<file path="config.mk">
export PLATFORM = sky130hd
export DESIGN_NAME = dscr_chain
export DESIGN_NICKNAME = d
export VERILOG_FILES = /design/src/dscr_chain.v
export VERILOG_INCLUDE_DIRS = /design/src
export SDC_FILE = /design/constraint.sdc
export NUM_CORES = 1
export LEC_CHECK = 0
export BUFFER_PORTS_ARGS = -buffer_cell sky130_fd_sc_hd__buf_2
export CAP_MARGIN = 20
export CORE_UTILIZATION = 61
export CTS_CLUSTER_DIAMETER = 120
export DETAILED_ROUTE_END_ITERATION = 16
export PLACE_DENSITY = 0.77
export SYNTH_ARGS = -nofsm -noshare
export SYNTH_HDL_FRONTEND = slang
export SYNTH_HIERARCHICAL = 1
export SYNTH_SLANG_ARGS = --single-unit
</file>
<file path="constraint.sdc">
create_clock -name CLK -period 3.2 [get_ports CLK]
set_input_delay 0.8 -clock CLK [delete_from_list [all_inputs] [get_ports CLK]]
set_output_delay 0.8 -clock CLK [all_outputs]
set_load 0.05 [all_outputs]
</file>
<file path="src/dscr_consts.vh">
/*
 * Constants of the chained serial converter interface: word width,
 * power-up code and buffer sizing.
 * Assumes it is included by its bare name by the design file.
 */
`ifndef DSCR_CONSTS_VH
`define DSCR_CONSTS_VH

// ****************************************************************
// Word and reset values
// ****************************************************************
`define DSCR_WORD_W     16
`define DSCR_MIDSCALE   16'h8000
`define DSCR_CNT_W      5
`define DSCR_WORD_BITS  5'h10

// ****************************************************************
// Word buffer between frame logic and input register
// ****************************************************************
`define DSCR_FIFO_DEPTH 8
`define DSCR_FIFO_AW    3

`endif

</file>
<file path="src/dscr_chain.v">
/*
 * Serial shift path of a 16-bit converter control port: chained
 * shifting, readback of the converter register and the two update
 * modes, plus the small word buffer that feeds the input register.
 * Assumes all pins are asynchronous to CLK (shift clock well below
 * CLK/4) and that the host keeps the frame rules of the chain.
 */
`timescale 1ns/10ps
`include "dscr_consts.vh"

// ****************************************************************
// Word buffer
// ****************************************************************
module dscr_fifo #(
   parameter WIDTH = 16,
   parameter DEPTH = 8,
   parameter AW    = 3
) (
   input  wire             clk,
   input  wire             srst,
   input  wire [WIDTH-1:0] in_data,
   input  wire             in_valid,
   output wire             in_ready,
   output wire [WIDTH-1:0] out_data,
   output wire             out_valid,
   input  wire             out_ready
);
   reg [WIDTH-1:0] mem_r [0:DEPTH-1];
   reg [AW-1:0]    wr_r;
   reg [AW-1:0]    rd_r;
   reg [AW:0]      cnt_r;
   wire            push;
   wire            pop;

   // Full level at counter width, so the compare needs no truncation
   localparam [AW:0] FULL_CNT = DEPTH;

   assign in_ready  = (cnt_r != FULL_CNT);
   assign out_valid = (cnt_r != {(AW+1){1'b0}});
   assign out_data  = mem_r[rd_r];
   assign push      = in_valid & in_ready;
   assign pop       = out_valid & out_ready;

   always @(posedge clk) begin
      if (push) begin
         mem_r[wr_r] <= in_data;
      end
   end

   always @(posedge clk) begin
      if (srst) begin
         wr_r  <= {AW{1'b0}};
         rd_r  <= {AW{1'b0}};
         cnt_r <= {(AW+1){1'b0}};
      end else begin
         if (push) begin
            wr_r <= wr_r + 1'b1;
         end
         if (pop) begin
            rd_r <= rd_r + 1'b1;
         end
         if (push & ~pop) begin
            cnt_r <= cnt_r + 1'b1;
         end else if (pop & ~push) begin
            cnt_r <= cnt_r - 1'b1;
         end
      end
   end
endmodule // dscr_fifo

// ****************************************************************
// Chained shift path
// ****************************************************************
// What this block does
// - Frame select low: shift data input in on each shift clock fall.
// - Beyond sixteen pulses, bits leave the far end onto the data output.
// - First word sent lands in the farthest device after the last word.
// - Host raises frame select when done; shift edges then are ignored.
// - Shared load strobe low updates all converter registers together.
// - In a frame the converter register leads out, one bit per fall.
// - From fall seventeen the output repeats the input sixteen falls late.
// - Whole chain reads back via the last device with summed latency.
// - Power-up loads midscale into shift register and converter register.
// - At the end of a frame of sixteen or more falls the shift register moves into the input register.
// - Load strobe low during a frame of sixteen or more falls updates on the frame select rise.
// - Load strobe high during shifting updates on its later falling edge.
module dscr_chain (
   input  wire        CLK,
   input  wire        SRST,
   input  wire        SHIFT_CLOCK,
   input  wire        FRAME_SELECT_N,
   input  wire        SERIAL_IN_LINE,
   input  wire        LOAD_STROBE_N,
   output reg         SERIAL_OUT_LINE,
   output reg  [15:0] INPUT_CODE,
   output reg  [15:0] DAC_CODE,
   output reg         WORD_DROPPED
);
   // Two-flop synchronisers; stage one feeds stage two only
   reg [3:0]  meta_r;
   reg [3:0]  sync_r;
   reg        sclk_d_r;
   reg        fsel_d_r;
   reg        load_strobe_n_d_r;

   reg [`DSCR_WORD_W-1:0] shreg_r;
   reg [`DSCR_CNT_W-1:0]  cnt_r;
   reg        load_strobe_n_seen_r;
   reg        upd_pend_r;
   reg        push_r;
   reg [`DSCR_WORD_W-1:0] push_data_r;

   wire       sclk_s = sync_r[0];
   wire       fsel_s = sync_r[1];
   wire       serial_in_line_s = sync_r[2];
   wire       load_strobe_n_s = sync_r[3];
   wire       sclk_fall = sclk_d_r & ~sclk_s;
   wire       fsel_fall = fsel_d_r & ~fsel_s;
   wire       fsel_rise = ~fsel_d_r & fsel_s;
   wire       load_strobe_n_fall = load_strobe_n_d_r & ~load_strobe_n_s;

   wire [`DSCR_WORD_W-1:0] buf_data;
   wire       buf_valid;
   wire       buf_in_ready;

   always @(posedge CLK) begin
      if (SRST) begin
         meta_r   <= 4'hb;
         sync_r   <= 4'hb;
         sclk_d_r <= 1'b1;
         fsel_d_r <= 1'b1;
         load_strobe_n_d_r <= 1'b1;
      end else begin
         meta_r   <= {LOAD_STROBE_N, SERIAL_IN_LINE, FRAME_SELECT_N,
                      SHIFT_CLOCK};
         sync_r   <= meta_r;
         sclk_d_r <= sclk_s;
         fsel_d_r <= fsel_s;
         load_strobe_n_d_r <= load_strobe_n_s;
      end
   end

   // ****************************************************************
   // Frame shifting and readback
   // ****************************************************************
   always @(posedge CLK) begin
      if (SRST) begin
         shreg_r         <= `DSCR_MIDSCALE;
         cnt_r           <= {`DSCR_CNT_W{1'b0}};
         SERIAL_OUT_LINE <= 1'b0;
         load_strobe_n_seen_r     <= 1'b0;
         push_r          <= 1'b0;
         push_data_r     <= `DSCR_MIDSCALE;
      end else begin
         push_r <= 1'b0;
         if (fsel_fall) begin
            // Preload so the converter register leads out, then input
            shreg_r     <= DAC_CODE;
            cnt_r       <= {`DSCR_CNT_W{1'b0}};
            load_strobe_n_seen_r <= ~load_strobe_n_s;
         end else if (~fsel_s) begin
            if (~load_strobe_n_s) begin
               load_strobe_n_seen_r <= 1'b1;
            end
            if (sclk_fall) begin
               // MSB out first; input emerges 16 falls later
               SERIAL_OUT_LINE <= shreg_r[`DSCR_WORD_W-1];
               shreg_r <= {shreg_r[`DSCR_WORD_W-2:0], serial_in_line_s};
               if (cnt_r != `DSCR_WORD_BITS) begin
                  cnt_r <= cnt_r + 1'b1;
               end
            end
         end else if (fsel_rise && cnt_r == `DSCR_WORD_BITS) begin
            // Short frames leave the input register alone
            push_r      <= 1'b1;
            push_data_r <= shreg_r;
         end
         // With frame select high only the push on its rise changes: the rest holds
      end
   end

   // ****************************************************************
   // Input and converter registers
   // ****************************************************************
   // Drain stalls during a frame so input register changes only
   // between frames; a full buffer drops the word and flags it.
   always @(posedge CLK) begin
      if (SRST) begin
         INPUT_CODE   <= `DSCR_MIDSCALE;
         DAC_CODE     <= `DSCR_MIDSCALE;
         upd_pend_r   <= 1'b0;
         WORD_DROPPED <= 1'b0;
      end else begin
         if (push_r & ~buf_in_ready) begin
            WORD_DROPPED <= 1'b1;
         end
         if (buf_valid & fsel_s) begin
            INPUT_CODE <= buf_data;
         end
         if ((push_r & load_strobe_n_seen_r) | (fsel_s & load_strobe_n_fall)) begin
            upd_pend_r <= 1'b1;
         end else if (upd_pend_r & ~buf_valid) begin
            // Wait until the buffer has drained into the input register
            DAC_CODE   <= INPUT_CODE;
            upd_pend_r <= 1'b0;
         end
      end
   end

   dscr_fifo #(
      .WIDTH (`DSCR_WORD_W),
      .DEPTH (`DSCR_FIFO_DEPTH),
      .AW    (`DSCR_FIFO_AW)
   ) u_buf (
      .clk       (CLK),
      .srst      (SRST),
      .in_data   (push_data_r),
      .in_valid  (push_r),
      .in_ready  (buf_in_ready),
      .out_data  (buf_data),
      .out_valid (buf_valid),
      .out_ready (fsel_s)
   );
endmodule // dscr_chain

</file>
==> metrics.log <==
[metrics] netlist area before placement: slightly below 0.009 mm2
[metrics] crit path setup slack, layout: between 0.3 and 0.4 ns
[metrics] drt via density: 6.10
[metrics] Cell Pwr Density: roughly 710 mW/mm2
[metrics] sum of negative setup slack: 0 ns
[metrics] die area: ~0.015 mm2
[metrics] clock sink count: about 230
[metrics] Critical Path Sink Type: register
[metrics] Yosys top cell area share: between 40 and 50%
[metrics] minimum period implied by the final worst setup slack: around 2.9 ns
[metrics] Filler cells: between 900 and 1000
[metrics] number of enable-type register cells in the synthesized netlist: around 130
[metrics] all-layer global routing usage: about a quarter
[metrics] R2R Path Start: u_buf/cnt_r[1]$_SDFFE_PP0P_
[metrics] Synth Instances: slightly above 600
[metrics] count of maximum capacitance violations: 0
[metrics] Yosys top cell by area: sky130_fd_sc_hd__edfxtp_1
[metrics] most numerous cell in the Yosys netlist: sky130_fd_sc_hd__edfxtp_1
[metrics] YS warnings: 6
[metrics] setup repair after global routing missed its margin: no
[metrics] Final Hold Viols: 0
[metrics] count of unique library cells instantiated by Yosys: between 50 and 60
[metrics] drt drc: 0
[metrics] Top-Level Pins: 40
[metrics] router iterations before antenna repair: 5
[metrics] slack of the worst reg-to-reg path: around 0.32 ns
[metrics] Post-CTS Setup Inserts: 0
[metrics] cell chosen for the clock root: sky130_fd_sc_hd__clkbuf_16
[metrics] number of antenna violations at the first check in global routing: 0
[metrics] final cycle utilization of the critical path: approximately 90%
[metrics] remaining global-route overflow: 0
[metrics] pin count of the biggest net entering global routing: just under 70
[metrics] net count after synthesis: 620
[metrics] most numerous cell types in the synthesized netlist: sky130_fd_sc_hd__edfxtp_1, sky130_fd_sc_hd__dfxtp_1, sky130_fd_sc_hd__nand2_1
[metrics] relative area change from synthesis to final layout: 12.5%
[metrics] Total Nets Final: approximately 660
[metrics] Hold Crit Endpoint: sync_r[3]$_SDFF_PP1_
[metrics] final WL: ~18 mm
[metrics] post-route clock skew: 0.0106 ns
[metrics] share of final-layout standard cells stronger than drive strength 1: about a fifth
[metrics] kind of path behind the tightest hold check: reg -> reg
[metrics] area used by multi-input combinational logic: between 0.002 and 0.003 mm2
[metrics] total area of sequential cells: around 0.0058 mm2
[metrics] HPWL after detailed placement: 10.1 mm
[metrics] 1st-iter DRT viols: around 400
[metrics] die extent in x: ~120 um
[metrics] worst-path fanout max: 7
[metrics] worst voltage drop across the vdd grid: ~0.57 mV
[metrics] count of port buffers added during placement: 39
[metrics] average wire per standard cell: roughly 21 um
[metrics] leakage: between 3 and 4 nW
[metrics] via count of the first global-routing pass: between 5000 and 6000
[metrics] number of cells on the worst hold path: 1
[metrics] depth of the most critical reg-to-reg path: 10
[metrics] transition time at the pin with the least slew margin: approximately 1.0 ns
[metrics] Setup Viol. Count Final: 0
[metrics] Synth Register Bits: around 230
[metrics] critical path data arrival time: between 3 and 4 ns
[metrics] number of buffers created by CTS: 22
[metrics] antenna diode count: 0
[metrics] worst setup slack after placement: around 0.37 ns
[metrics] total core area: about 0.014 mm2
[metrics] clock tree from TritonCTS: built
[metrics] post-cts gate resize count: 0
[metrics] largest cells by area after synthesis: sky130_fd_sc_hd__edfxtp_1, sky130_fd_sc_hd__dfxtp_1, sky130_fd_sc_hd__mux4_1
[metrics] outcome: finished, final reports clean
[metrics] hold-fix buffers at CTS: 0
[metrics] dominant register cell in the synthesized netlist: sky130_fd_sc_hd__edfxtp_1
[metrics] via count of the routed design: between 5000 and 6000
[metrics] worst path required time: ~3.6 ns
[metrics] capture instance of the worst register-to-register path: u_buf/cnt_r[3]$_SDFFE_PP0P_
[metrics] post-layout power: ~7.0 mW
[metrics] total number of placement rows: 43
[metrics] die height: approximately 120 um
[metrics] maximum clock insertion buffer count: 3
[metrics] final antenna-violating net count: 0
[metrics] worst hold slack: between 0.4 and 0.5 ns
[metrics] Slew headroom: around a third
[metrics] Final Max Tran Viols: 0
[metrics] average cell area after synthesis: 14.6 um2
[metrics] wire length of the first global-routing pass: about 28 mm
[metrics] share of async-settable or async-resettable flops after synthesis: 0%
[metrics] Startpoint Class: register
[metrics] fmax: 0.347 GHz
[metrics] clock input transition at the sequential cells of the worst setup and hold paths: 0.06 ns
[metrics] starting density of the core: between 60% and 70%
[metrics] clock insertion delay at the later pin of the skew report: about 0.50 ns
[metrics] count of H-tree levels built during CTS: 1
[metrics] RePlAce Congestion: roughly 0.73
[metrics] register area share after synthesis: about 66%
[metrics] beginning of the worst hold path: meta_r[3]$_SDFF_PP1_
[metrics] Critical Path Start: u_buf/cnt_r[1]$_SDFFE_PP0P_
[metrics] worst setup path category: reg -> reg
-- cell usage in the layout, fill, tap and decap left out, types with 13 or more instances in the layout --
cell type,instances
sky130_fd_sc_hd__edfxtp_1,128
sky130_fd_sc_hd__dfxtp_1,98
sky130_fd_sc_hd__nand2_1,97
sky130_fd_sc_hd__buf_2,39
sky130_fd_sc_hd__mux2i_1,36
sky130_fd_sc_hd__mux4_1,28
sky130_fd_sc_hd__clkbuf_16,23
sky130_fd_sc_hd__a21oi_1,22
sky130_fd_sc_hd__nor2_1,21
sky130_fd_sc_hd__mux2_2,18
sky130_fd_sc_hd__buf_4,17
sky130_fd_sc_hd__a22oi_1,15
sky130_fd_sc_hd__o2bb2ai_1,15
sky130_fd_sc_hd__nand3_1,13
-- layout make-up --
cell class	instances	area share (%)
Timing Repair Buffer	56	3.25
Tap cell	180	2.27
Inverter	9	0.340
Multi-Input combinational cell	335	28.4
Sequential cell	226	58.5
Clock inverter	11	1.15
Clock buffer	29	6.12
-- flip-flops by register name, summed over array words and instances, names as in the netlist, 3 cells and up, named ones only --
signal	flops
shreg_r	16
INPUT_CODE	16
cnt_r	5
meta_r	4
u_buf/mem_r	128
DAC_CODE	16
sync_r	4
push_data_r	16
u_buf/cnt_r	4
u_buf/rd_r	3
u_buf/wr_r	3
-- where the power goes --
part | switching, mW | internal, mW | total [mW]
Clock | 1.03 | 1.51 | 2.53
Combinational | 0.819 | 0.432 | 1.25
Sequential | 0.102 | 3.15 | 3.26
Total | 1.95 | 5.09 | 7.04
-- per-layer routing --
| layer | global-route usage (%) | part of all wire, % |
|---|---|---|
| met3 | 3.58 | 7.1 |
| met4 | 9.07 | 2.0 |
| met1 | 34.0 | 40 |
| met2 | 42.9 | 51 |
| met5 | 0 | 0 |
-- critical path, stage by stage, from the launching register on --
cell,delay [ns]
sky130_fd_sc_hd__dfxtp_1,0.36
sky130_fd_sc_hd__or4b_1,0.65
sky130_fd_sc_hd__nand2_2,0.23
sky130_fd_sc_hd__inv_1,0.07
sky130_fd_sc_hd__ha_1,0.21
sky130_fd_sc_hd__inv_1,0.13
sky130_fd_sc_hd__ha_1,0.29
sky130_fd_sc_hd__a21oi_1,0.19
sky130_fd_sc_hd__a211oi_1,0.10
sky130_fd_sc_hd__a31oi_1,0.16
sky130_fd_sc_hd__mux2_2,0.36
-- logic make-up after synthesis --
group | count (synthesis) | share of synthesized area [%]
DFF | 226 | 65.8
and+or+nand+nor | 172 | 8.93
muxes | 86 | 15.7
AOI/OAI and AO/OA | 63 | 5.17
buffers and inverters | 45 | 2.58
adders and majority gates | 8 | 1.22
xor gates and xnor gates | 6 | 0.595
-- worst max-delay path by stage --
stage          cells past startpoint                          end
6_report                          10  u_buf/cnt_r[3]$_SDFFE_PP0P_
5_1_grt                           10  u_buf/cnt_r[3]$_SDFFE_PP0P_
4_1_cts                           10  u_buf/cnt_r[3]$_SDFFE_PP0P_
3_5_place_dp                      10  u_buf/cnt_r[3]$_SDFFE_PP0P_
3_3_place_gp                      10  u_buf/cnt_r[3]$_SDFFE_PP0P_
2_1_floorplan                      4  u_buf/mem_r[0][0]$_DFFE_PP_
-- per-stage QoR --
stage               cells  util (%)  cell area (um2)
global route          846      71.0             9930
floorplan             606         -             8830
detailed placement    806      65.8             9210
finish                846      71.0             9930
global placement      806      65.8             9210
CTS                   846      71.0             9930
No activity file was read; power rests on OpenSTA's default activity.
